`src/include/ccor_pkg.sv`:
```
// constants and carrier types of the charge counter register bank
package ccor_pkg;
   // bus geometry
   localparam int ADDR_W = 9;
   localparam int DATA_W = 32;
   localparam int REG_W = 8;
   // register indices, byte address is four times the index
   localparam logic [6:0] IDX_OFFSET = 7'h73;
   localparam logic [6:0] IDX_TEMP_CLEAR = 7'h74;
   localparam logic [6:0] IDX_MODE = 7'h75;
   localparam logic [6:0] IDX_COUNT_BASE = 7'h76;
   localparam logic [6:0] IDX_COUNT_TOP = 7'h7f;
   // mode register fields
   localparam int MODE_OVERRIDE_BIT = 7;
   localparam int MODE_CAL_BIT = 6;
   localparam int MODE_CHG_ROLL_BIT = 5;
   localparam int MODE_DIS_ROLL_BIT = 4;
   localparam int MODE_SEL_LSB = 1;
   localparam int MODE_RSVD_BIT = 0;
   localparam int SEL_W = 3;
   // temperature and clear register fields
   localparam int TEMP_LSB = 5;
   localparam int TEMP_W = 3;
   localparam int NUM_COUNTERS = 5;
   localparam int CNT_W = 16;
   localparam int CLR_DIS_COUNT = 0;
   localparam int CLR_CHG_COUNT = 1;
   localparam int CLR_SELF_DIS = 2;
   localparam int CLR_DIS_TIME = 3;
   localparam int CLR_CHG_TIME = 4;
   // reset values
   localparam logic [2:0] SEL_RESET = 3'h7;
   localparam logic [7:0] OFFSET_RESET = 8'h00;
   localparam logic [4:0] CLEAR_RESET = 5'h00;
   // wake threshold in microvolts, base divided by the selector
   localparam int UV_W = 12;
   localparam logic [11:0] WAKE_BASE_UV = 12'hf00;
   localparam logic [11:0] WAKE_UV_TABLE [8] = '{
      12'h000, WAKE_BASE_UV, 12'h780, 12'h500, 12'h3c0, 12'h300, 12'h280, 12'h225};
   // one increment request per counter, bit order matches the clear bits
   typedef struct packed {
      logic charge_time;
      logic discharge_time;
      logic self_discharge;
      logic charge_count;
      logic discharge_count;
   } ccor_inc_t;
   // result handed back by the calibration engine
   typedef struct packed {
      logic done;
      logic valid;
      logic [7:0] offset;
   } ccor_cal_t;
endpackage

```
`src/hw/ccor_counter_pair.sv`:
```
// one 16-bit counter pair with optional rollover flag and slow rate
`timescale 1ns/100ps
module ccor_counter_pair #(
   parameter int W = 16,
   parameter bit ROLL = 1'b0
) (
   // clock and reset
   input wire logic clk,
   input wire logic rst,
   // control
   input wire logic clear,
   input wire logic inc,
   input wire logic inc_slow,
   // state
   output logic [W-1:0] count,
   output logic rollover
);
   logic [W-1:0] count_r;
   logic [W-1:0] count_nxt;
   logic roll_r;
   logic roll_nxt;
   logic [W:0] sum;
   logic step;

   always_comb begin
      sum = {1'b0, count_r} + {{W{1'b0}}, 1'b1};
      // after a rollover a time counter moves at the slow rate
      step = (ROLL && roll_r) ? inc_slow : inc;
      count_nxt = count_r;
      roll_nxt = roll_r;
      if (clear) begin
         // clear beats a same-cycle increment
         count_nxt = '0;
         roll_nxt = 1'b0;
      end else if (step) begin
         count_nxt = sum[W-1:0];
         // a second rollover drops the flag again
         if (ROLL && sum[W]) begin
            roll_nxt = ~roll_r;
         end
      end
   end

   always_ff @(posedge clk) begin
      if (rst) begin
         count_r <= '0;
         roll_r <= 1'b0;
      end else begin
         count_r <= count_nxt;
         roll_r <= roll_nxt;
      end
   end

   assign count = count_r;
   assign rollover = ROLL ? roll_r : 1'b0;
endmodule // ccor_counter_pair

```
`src/hw/ccor_regs.sv`:
```
// control and status register bank of the charge counter, avalon-mm slave
//
// The Avalon-MM register port is this design's own decision.
`timescale 1ns/100ps
// What this block does
// - wake threshold selector sits in mode bits 3..1; threshold is 3.84 mV divided by it.
// - selector resets to 7 (0.549 mV); values 1..7 give the table thresholds.
// - temperature/clear bits 7..5 show the sensed temperature step.
// - writing 1 to a clear bit 4..0 zeroes the matching counter.
// - clear bit returns to zero by itself once the counter reset is done.
// - each clear bit acts alone and touches no other counter.
// - both bytes of a counter pair are zeroed together.
// - bit 4 zeroes the charge time counter and its rollover flag.
// - bit 3 zeroes the discharge time counter and its rollover flag.
// - bit 2 zeroes the self-discharge counter.
// - bit 1 zeroes the charge count pair.
// - bit 0 zeroes the discharge count pair.
// - offset is 8-bit two's complement; msb 0 discharge, 1 charge.
// - calibrate when cal bit set, line low or override bit 7 set, and input below wake threshold.
// - valid calibration stores offset and clears cal bit; otherwise cal stays 1.
module ccor_regs (
   // clock and reset
   input wire logic clk,
   input wire logic rst,
   // avalon-mm slave
   input wire logic [ccor_pkg::ADDR_W-1:0] avs_address,
   input wire logic avs_read,
   input wire logic avs_write,
   input wire logic [ccor_pkg::DATA_W-1:0] avs_writedata,
   input wire logic [3:0] avs_byteenable,
   output logic [ccor_pkg::DATA_W-1:0] avs_readdata,
   output logic avs_waitrequest,
   // count events from the measurement logic, same clock
   input wire ccor_pkg::ccor_inc_t count_inc,
   input wire logic charge_time_slow_inc,
   input wire logic discharge_time_slow_inc,
   // asynchronous sensor levels
   input wire logic [ccor_pkg::TEMP_W-1:0] temperature_step_in,
   input wire logic single_wire_line_in,
   input wire logic below_wake_threshold_in,
   // calibration engine
   input wire ccor_pkg::ccor_cal_t cal_result,
   output logic cal_run,
   output logic [ccor_pkg::SEL_W-1:0] wake_threshold_select,
   output logic [ccor_pkg::UV_W-1:0] wake_threshold_voltage_uv
);
   localparam int SYNC_W = ccor_pkg::TEMP_W + 2;

   // synchronisers
   logic [SYNC_W-1:0] meta_r;
   logic [SYNC_W-1:0] sync_r;
   logic [ccor_pkg::TEMP_W-1:0] temp_step;
   logic line_level;
   logic below_thr;

   // bus state
   logic wait_r;
   logic wait_nxt;
   logic [ccor_pkg::DATA_W-1:0] rdata_r;
   logic [ccor_pkg::DATA_W-1:0] rdata_nxt;
   logic [6:0] idx;
   logic wr_fire;
   logic [ccor_pkg::REG_W-1:0] wbyte;
   logic [ccor_pkg::REG_W-1:0] rbyte;
   logic [2:0] cnt_sel;
   logic [6:0] cnt_dist;

   // register state
   logic [4:0] clear_r;
   logic [4:0] clear_nxt;
   logic [7:0] offset_r;
   logic [7:0] offset_nxt;
   logic cal_r;
   logic cal_nxt;
   logic override_r;
   logic override_nxt;
   logic [ccor_pkg::SEL_W-1:0] sel_r;
   logic [ccor_pkg::SEL_W-1:0] sel_nxt;
   logic run_r;
   logic run_nxt;
   logic [ccor_pkg::UV_W-1:0] uv_r;
   logic [ccor_pkg::UV_W-1:0] uv_nxt;
   logic cal_ok;

   // counters
   logic [ccor_pkg::CNT_W-1:0] cnt [ccor_pkg::NUM_COUNTERS];
   logic [ccor_pkg::NUM_COUNTERS-1:0] roll;
   logic [ccor_pkg::NUM_COUNTERS-1:0] inc_vec;
   logic [ccor_pkg::NUM_COUNTERS-1:0] slow_vec;

   // two-flop synchronisers, only the second stage is read
   always_ff @(posedge clk) begin
      if (rst) begin
         meta_r <= '0;
         sync_r <= '0;
      end else begin
         meta_r <= {temperature_step_in, single_wire_line_in, below_wake_threshold_in};
         sync_r <= meta_r;
      end
   end

   assign temp_step = sync_r[SYNC_W-1:2];
   assign line_level = sync_r[1];
   assign below_thr = sync_r[0];

   // bus decode
   assign idx = avs_address[ccor_pkg::ADDR_W-1:2];
   // a write lands only at the edge that shows waitrequest low
   assign wr_fire = avs_write && !wait_r && avs_byteenable[0];
   assign wbyte = avs_writedata[ccor_pkg::REG_W-1:0];

   // counter byte decode: pairs run downward from the top index
   always_comb begin
      cnt_dist = ccor_pkg::IDX_COUNT_TOP - idx;
      cnt_sel = cnt_dist[3:1];
   end

   // read multiplexer, unmapped indices read zero
   always_comb begin
      rbyte = '0;
      case (idx)
         ccor_pkg::IDX_OFFSET: begin
            rbyte = offset_r;
         end
         ccor_pkg::IDX_TEMP_CLEAR: begin
            // temperature step always live, clear bits show pending resets
            rbyte = {temp_step, clear_r};
         end
         ccor_pkg::IDX_MODE: begin
            rbyte[ccor_pkg::MODE_OVERRIDE_BIT] = override_r;
            rbyte[ccor_pkg::MODE_CAL_BIT] = cal_r;
            rbyte[ccor_pkg::MODE_CHG_ROLL_BIT] = roll[ccor_pkg::CLR_CHG_TIME];
            rbyte[ccor_pkg::MODE_DIS_ROLL_BIT] = roll[ccor_pkg::CLR_DIS_TIME];
            rbyte[ccor_pkg::MODE_SEL_LSB +: ccor_pkg::SEL_W] = sel_r;
            rbyte[ccor_pkg::MODE_RSVD_BIT] = 1'b0;
         end
         default: begin
            if (idx >= ccor_pkg::IDX_COUNT_BASE) begin
               rbyte = idx[0] ? cnt[cnt_sel][15:8] : cnt[cnt_sel][7:0];
            end
         end
      endcase
   end

   // one wait cycle per access, then a single acknowledge cycle
   always_comb begin
      wait_nxt = 1'b1;
      rdata_nxt = rdata_r;
      if ((avs_read || avs_write) && wait_r) begin
         wait_nxt = 1'b0;
         rdata_nxt = {{(ccor_pkg::DATA_W - ccor_pkg::REG_W){1'b0}}, rbyte};
      end
   end

   always_ff @(posedge clk) begin
      if (rst) begin
         wait_r <= 1'b1;
         rdata_r <= '0;
      end else begin
         wait_r <= wait_nxt;
         rdata_r <= rdata_nxt;
      end
   end

   // clear bits: set by a write of 1, dropped once the reset has been applied
   always_comb begin
      clear_nxt = ccor_pkg::CLEAR_RESET;
      if (wr_fire && idx == ccor_pkg::IDX_TEMP_CLEAR) begin
         // zeros leave other counters alone, temperature bits are dropped
         clear_nxt = wbyte[4:0];
      end
   end

   always_ff @(posedge clk) begin
      if (rst) begin
         clear_r <= ccor_pkg::CLEAR_RESET;
      end else begin
         clear_r <= clear_nxt;
      end
   end

   // counter pairs, one per clear bit
   assign inc_vec = count_inc;
   always_comb begin
      slow_vec = '0;
      slow_vec[ccor_pkg::CLR_CHG_TIME] = charge_time_slow_inc;
      slow_vec[ccor_pkg::CLR_DIS_TIME] = discharge_time_slow_inc;
   end

   genvar gi;
   generate
      for (gi = 0; gi < ccor_pkg::NUM_COUNTERS; gi++) begin : g_cnt
         // bits 4 and 3 also clear their rollover flag
         // bits 2..0 clear plain counters
         ccor_counter_pair #(
            .W(ccor_pkg::CNT_W),
            .ROLL(gi >= ccor_pkg::CLR_DIS_TIME)
         ) u_pair (
            .clk(clk),
            .rst(rst),
            .clear(clear_r[gi]),
            .inc(inc_vec[gi]),
            .inc_slow(slow_vec[gi]),
            .count(cnt[gi]),
            .rollover(roll[gi])
         );
      end
   endgenerate

   // mode, offset and calibration state
   assign cal_ok = cal_result.done && cal_result.valid;

   always_comb begin
      offset_nxt = offset_r;
      cal_nxt = cal_r;
      override_nxt = override_r;
      sel_nxt = sel_r;
      // host writes first, so a calibration result wins the offset
      if (wr_fire && idx == ccor_pkg::IDX_OFFSET) begin
         offset_nxt = wbyte;
      end
      if (cal_ok) begin
         offset_nxt = cal_result.offset;
         cal_nxt = 1'b0;
         override_nxt = 1'b0;
      end
      // a host write of the cal bit beats the same-cycle completion
      if (wr_fire && idx == ccor_pkg::IDX_MODE) begin
         override_nxt = wbyte[ccor_pkg::MODE_OVERRIDE_BIT];
         cal_nxt = wbyte[ccor_pkg::MODE_CAL_BIT];
         // zero selector is invalid, keep the old one
         if (wbyte[ccor_pkg::MODE_SEL_LSB +: ccor_pkg::SEL_W] != '0) begin
            sel_nxt = wbyte[ccor_pkg::MODE_SEL_LSB +: ccor_pkg::SEL_W];
         end
         // reserved bit 0 and rollover flags are not stored
      end
   end

   // calibration request and threshold lookup
   always_comb begin
      // override lets the line level be ignored
      run_nxt = cal_r && (!line_level || override_r) && below_thr;
      // lookup avoids a divider for the fixed base
      uv_nxt = ccor_pkg::WAKE_UV_TABLE[sel_r];
   end

   always_ff @(posedge clk) begin
      if (rst) begin
         offset_r <= ccor_pkg::OFFSET_RESET;
         cal_r <= 1'b0;
         override_r <= 1'b0;
         sel_r <= ccor_pkg::SEL_RESET;
         run_r <= 1'b0;
         uv_r <= '0;
      end else begin
         offset_r <= offset_nxt;
         cal_r <= cal_nxt;
         override_r <= override_nxt;
         sel_r <= sel_nxt;
         run_r <= run_nxt;
         uv_r <= uv_nxt;
      end
   end

   // outputs
   assign avs_readdata = rdata_r;
   assign avs_waitrequest = wait_r;
   assign cal_run = run_r;
   assign wake_threshold_select = sel_r;
   assign wake_threshold_voltage_uv = uv_r;
endmodule // ccor_regs

```
`config.mk`:
```
export PLATFORM = sky130hd
export DESIGN_NAME = ccor_regs
export DESIGN_NICKNAME = d
export VERILOG_FILES = /design/src/include/ccor_pkg.sv /design/src/hw/ccor_counter_pair.sv /design/src/hw/ccor_regs.sv
export SDC_FILE = /design/constraint.sdc
export NUM_CORES = 1
export LEC_CHECK = 0
export ABC_AREA = 1
export ABC_CLOCK_PERIOD_IN_PS = 1700
export BUFFER_PORTS_ARGS = -buffer_cell sky130_fd_sc_hd__buf_2
export CAP_MARGIN = 20
export CORE_ASPECT_RATIO = 0.6
export CORE_MARGIN = 2
export CORE_UTILIZATION = 56
export CTS_CLUSTER_DIAMETER = 200
export DETAILED_ROUTE_END_ITERATION = 10
export PLACE_DENSITY = 0.8
export SYNTH_ARGS = -nofsm -noshare
export SYNTH_HDL_FRONTEND = slang
export SYNTH_SLANG_ARGS = --single-unit
```
`constraint.sdc`:
```
create_clock -name clk -period 1.7 [get_ports clk]
set_input_delay 0.255 -clock clk [delete_from_list [all_inputs] [get_ports clk]]
set_output_delay 0.255 -clock clk [all_outputs]
set_load 0.05 [all_outputs]
```
Word-level counts from Yosys, hierarchy flattened
Memory sizes are Yosys's and may differ from the RTL's. A register that Yosys moved wholly into a read port is not among the register bits.
Index checks and enable logic that the tools add are counted.
- multipliers: 0
- equality and inequality tests: 3
- div/mod/pow operators: 0
- shifts and indexed selects: 0
- bitwise gates (word level): 5
- muxes and demuxes: 14
- magnitude comparators: 2
- add/subtract/negate cells: 6
- reductions and logical operators: 25
- operators with widths (cell ; number):
    $add 16x1->16 const B ; 3
    $bmux 16 s3 ; 1
    $add 16x1->17 const B ; 2
    $mux 16 ; 2
    $mux 8 ; 4
    $pmux 8 s3 ; 1
    $eq 7x7->1 const B ; 3
    $reduce_or 2->1 ; 6
    $logic_and 1x1->1 ; 9
    $not 3->4 ; 2
    $ge 7x7->1 const B ; 1
    $mux 1 ; 6
    $reduce_and 2->1 ; 3
    $ge 4x4->1 const B ; 1
    $reduce_bool 2->1 ; 2
    $sub 4x4->4 const A ; 1
    $not 1->1 ; 3
    $reduce_bool 3->1 ; 1
    $logic_not 1->1 ; 2
    $logic_or 1x1->1 ; 2
- latch bits: 0
- memories kept: 1
- bits in writable memories: 0
- bits in registers: 120
- ROM bits: 96
- input port bits: 71
- memories (memory ; words ; width ; read ports ; clocked after Yosys merged registers in ; write ports ; RTL line ; text):
    (name not given) ; 8 ; 12 ; 1 ; 1 ; 0 ; ccor_regs.sv:244 ; uv_nxt = ccor_pkg::WAKE_UV_TABLE[sel_r];

Longest topological paths before layout
- word-level depth: 8
- mapped depth: 10
- depth with buffers taken out: 10

By module
Synthesis repeated with hierarchy kept, for this count alone.
- cells, all modules: 1102
- area, all modules: 7465.9 µm²
- modules (own cells, without submodules) (module ; cells an instance ; times used ; area an instance (µm²)):
    ccor_regs ; 460 ; 1 ; 3006.6
    ccor_counter_pair (g_cnt[0].u_pair ...) ; 118 ; 3 ; 855.8
    ccor_counter_pair (g_cnt[3].u_pair ...) ; 144 ; 2 ; 945.9

Worst setup path after synthesis
No wires, ideal clock.
- path kind: register -> register
- start point: reg wait_r, in the netlist avs_waitrequest
- end point: reg offset_r[0]
- arrival time: 1314 ps
- stages on the path, launching flop included: 6
- clock period less this slack: 1430 ps
- required time: 1584 ps
- setup slack: 270 ps
- path through: dfxtp_1 nor2_1 nand3_2 nand2_4 buf_6 o211a_1
- cells in the longest elaborated chain, start to end: 5
- ends and longest elaborated chain (element ; RTL line ; text):
    start: declaration ; ccor_regs.sv:57 ; logic wait_r;
    start signal: assignment ; ccor_regs.sv:160 ; wait_r <= wait_nxt;
    $logic_not 1->1 ; ccor_regs.sv:109 ; assign wr_fire = avs_write && !wait_r && avs_byteenable[0];
    $logic_and 1x1->1 (2 in series) ; ccor_regs.sv:109 ;
    $logic_and 1x1->1 ; ccor_regs.sv:219 ; if (wr_fire && idx == ccor_pkg::IDX_OFFSET) begin
    $reduce_bool 2->1 (no line) ; -- ;
    end signal: assignment ; ccor_regs.sv:249 ; offset_r <= ccor_pkg::OFFSET_RESET;
    end signal: assignment ; ccor_regs.sv:256 ; offset_r <= offset_nxt;
    end: declaration ; ccor_regs.sv:71 ; logic [7:0] offset_r;
Every way passes these cells.
A chain may end at the register's enable or synchronous reset.

Final worst setup path
- start point: reg g_cnt[0].u_pair.count_r[0]
- end point: reg g_cnt[0].u_pair.count_r[14]
- cells in the longest elaborated chain, start to end: 1
- ends and longest elaborated chain (element ; RTL line ; text):
    start: declaration ; ccor_counter_pair.sv:18 ; logic [W-1:0] count_r;
    start signal: assignment ; ccor_counter_pair.sv:49 ; count_r <= count_nxt;
    $add 16x1->16 ; ccor_counter_pair.sv:26 ; sum = {1'b0, count_r} + {{W{1'b0}}, 1'b1};
Every way passes these cells.

==> out/metrics.yaml <==
final.setup.tns_ps: 0
ctsHtreeMaxLevel: 4
clk_root_buffer_cell: "clkbuf_16"
area_growth_pct: 14.6
global_route.usage.total: 0.274
layer_with_the_highest_usage_after_global_routing: "met1"
clock_skew_ps: 7.91
vias: 6867
critPathLaunchType: "register"
post_drt_via_cell_ratio: 5.29
p_sw_w: 0.00206
synth.ff_latch_count: 127
design.core.area_um2: 12100
seq_area_frac_synth: 0.366
placed_instance_area_um2: 7370
drtAntennaViolNets: 0
final_net_count: 1199
worstSetupEndpointType: "register"
power_frac_comb: 0.102
worst_ep_arrival_time_ps: 1840
syn_avg_cell_area_um2: 6.65
firstDrtPassIters: 8
finish.cell_count_without_fillers: 1299
wire_per_inst_um: 13.7
die-height_um: 90.3
worst-path-buf-inv: 0
grt_overflow_total: 0
power_density_nw_per_um2: 940
crit_path_kind: "register to register"
cts_tree: "built"
count_of_cells_resized_by_post_cts_repair: 0
crit_path_max_fanout: 5
yosysUniqueCellTypes: 44
clock-sinks: 127
place.port_buffers: 63
postLayoutCoreUtil: 0.660
postCtsSetupRepairBufs: 0
globalRouteMet3Util: 0.0657
cpPeakStageDelay_ps: 400
clock_tree.buffer_depth: 2
die_w_um: 148
place_congestion: 0.877
final_design_area_no_fill_um2: 7960
grt_util_met1: 0.417
violation_count_after_the_first_detailed_route_iteration: 583
io-pin-count: 120
drive_above_1_share: 0.151
die_area_um2: 13300
placedCellCount: 1267
clkTransAtPathRegs_ps: 60
final_period_minus_worst_setup_slack_ps: 1530
crit_chain: "ha_2 > nand2_1 > nor3_2 > nand4_1 > nor2_2 > nand2_1 > nand2_1 > nor2_1"
worst_setup_path_startpoint: "g_cnt[0].u_pair.count[0]"
setup_violations: 0
crit_path_frequent_cell: "nand2_1"
crit_required_ps: 2010
critPathSlowestCell: "dfxtp_1"
clock_network_fraction_of_total_power: 0.485
worst_path_dominant_cell_family: "simple AND/OR/NAND/NOR gates"
cts_hold_repair.buffers: 0
cts_made_buffers: 17
postRouteWirelength_um: 17700
insertedDiodeCount: 0
timing.hold.worst.start: "temperature_step_in[0]"
p_seq_frac: 0.412
max_freq_mhz: 654
timing.final.max_slew_violations: 0
place.detailed.hpwl_um: 13300
grt_start_max_net_pins: 19
p_int_w: 0.00542
min-delay-path-class: "primary input to register"
static-leakage-power_nw: 3.49
grt_pass1_vias: 6049
grt_first_pass_wirelength_um: 29500
met2_usage: 0.372
start_util: 0.576
outcome: "finished clean"
switching_share: 0.276
fp-row-count: 31
rsz0062_at_grt: "no"
final-hold-violation-count: 0
antenna_found_initial: 0
yosys_warnings: 0
final.period_utilization: 0.899
r2r_start: "g_cnt[0].u_pair.count[0]"
num-fill-cells: 1061
drc: 0
max-cap-violations: 0
synth_cells: 1044
report.power.total_w: 0.00749
synth.cell_area_um2: 6950
max-vdd-ir-drop_mv: 0.724
clock_latency_ps: 420
worst reg2reg max path: cells and delay by family (launching register included):
family	cells	cell delay, ps
and+or+nand+nor	7	760
adders and majority gates	1	240
DFF	1	400
power groups by stage:
| stage | clock (W) | sequential [W] | combinational [W] |
|---|---|---|---|
| 6_report | 0.00363 | 0.00309 | 0.000766 |
| 2_1_floorplan | 0 | 0.00321 | 0.000550 |
| 3_3_place_gp | 0 | 0.00315 | 0.000738 |
| 4_1_cts | 0.00365 | 0.00309 | 0.000754 |
| 3_5_place_dp | 0 | 0.00315 | 0.000749 |
| 5_1_grt | 0.00379 | 0.00309 | 0.000838 |
cell families after synthesis:
family                   after synthesis  synth area share
AND/OR/NAND/NOR                      588             0.384
AO/OA/AOI/OAI                        132             0.104
buffers and inverters                183             0.125
XOR/XNOR                               6           0.00757
other                                  1          0.000540
adder cells (fa/ha/maj)                7            0.0126
flip-flops                           127             0.366
cell usage in the layout (no fill, tap or decap), types with 3 or more instances in the layout:
cell type,instances
ha_1,6
nand4_1,17
o211a_1,8
nand3_1,114
inv_6,5
nand2_2,7
clkbuf_16,17
xor2_1,4
nand3_2,4
nor2_1,101
inv_1,121
nand2_1,280
inv_2,3
dfxtp_1,127
or2_2,4
nand2_4,4
o21ai_1,3
nor2_2,9
a21oi_1,68
nor2_4,9
nor3_1,30
clkinvlp_4,3
clkinv_4,4
conb_1,27
o21ai_0,45
buf_4,24
buf_2,63
flip-flops by register name, summed over array words and instances, names as in the netlist:
name and cells:
cal_r 1, offset_r 8, override_r 1, cal_run 1, meta_r 5, sync_r 5
wake_threshold_voltage_uv 7, avs_waitrequest 1, g_cnt.u_pair.count 80, wake_threshold_select 3, g_cnt.u_pair.rollover 2, clear_r 5
avs_readdata 8
cell usage after synthesis, drive strengths merged:
cell,number,share of area
a21oi,68,0.049
nand3,118,0.088
clkbuf,6,0.0032
inv,127,0.070
o21a,1,0.0011
xnor2,2,0.0025
or2,4,0.0036
dfxtp,127,0.37
nor3b,1,0.0011
ha,7,0.013
nor3,32,0.025
nand4,19,0.019
o21ai,49,0.036
clkinv,1,0.00054
o22ai,1,0.00090
buf,49,0.051
o211a,8,0.012
nand2,291,0.16
nor2,120,0.079
nand3b,2,0.0027
and3,1,0.00090
a31oi,2,0.0018
conb,1,0.00054
a211oi,2,0.0022
xor2,4,0.0050
o31ai,1,0.0018
metrics by stage:
stage	hold WS (ps)	worst slack [ps]
finish	26.7	172
global route	47.4	5.06
CTS	23.4	120
detailed placement	394	144
global placement	390	214
floorplan	362	270
worst paths after layout:
check / endpoint / slack, ps / cells past startpoint
setup / recovery: g_cnt[0].u_pair.count[14] / 170 / 8
hold / removal: meta_r[2] / 30 / 3
setup reg to reg: g_cnt[0].u_pair.count[14] / 170 / 8
hold reg to reg: sync_r[2] / 400 / 2
layer usage:
layer | wire, um | vias to the layer above
met4 | 308 | 0
met3 | 1620 | 28
li1 | - | 3462
met2 | 7090 | 280
met1 | 8710 | 3097
met5 | 0 | -
final cells by class:
class                           instances  area, um^2  area share
Tap cell                              165         206      0.0259
Sequential cell                       127        2540       0.319
Clock buffer                           17         425      0.0534
Clock inverter                         15         163      0.0204
Timing Repair Buffer                   87         495      0.0622
Inverter                              128         490      0.0616
Multi-Input combinational cell        760        3640       0.457
Power figures use the tool's default switching activity.
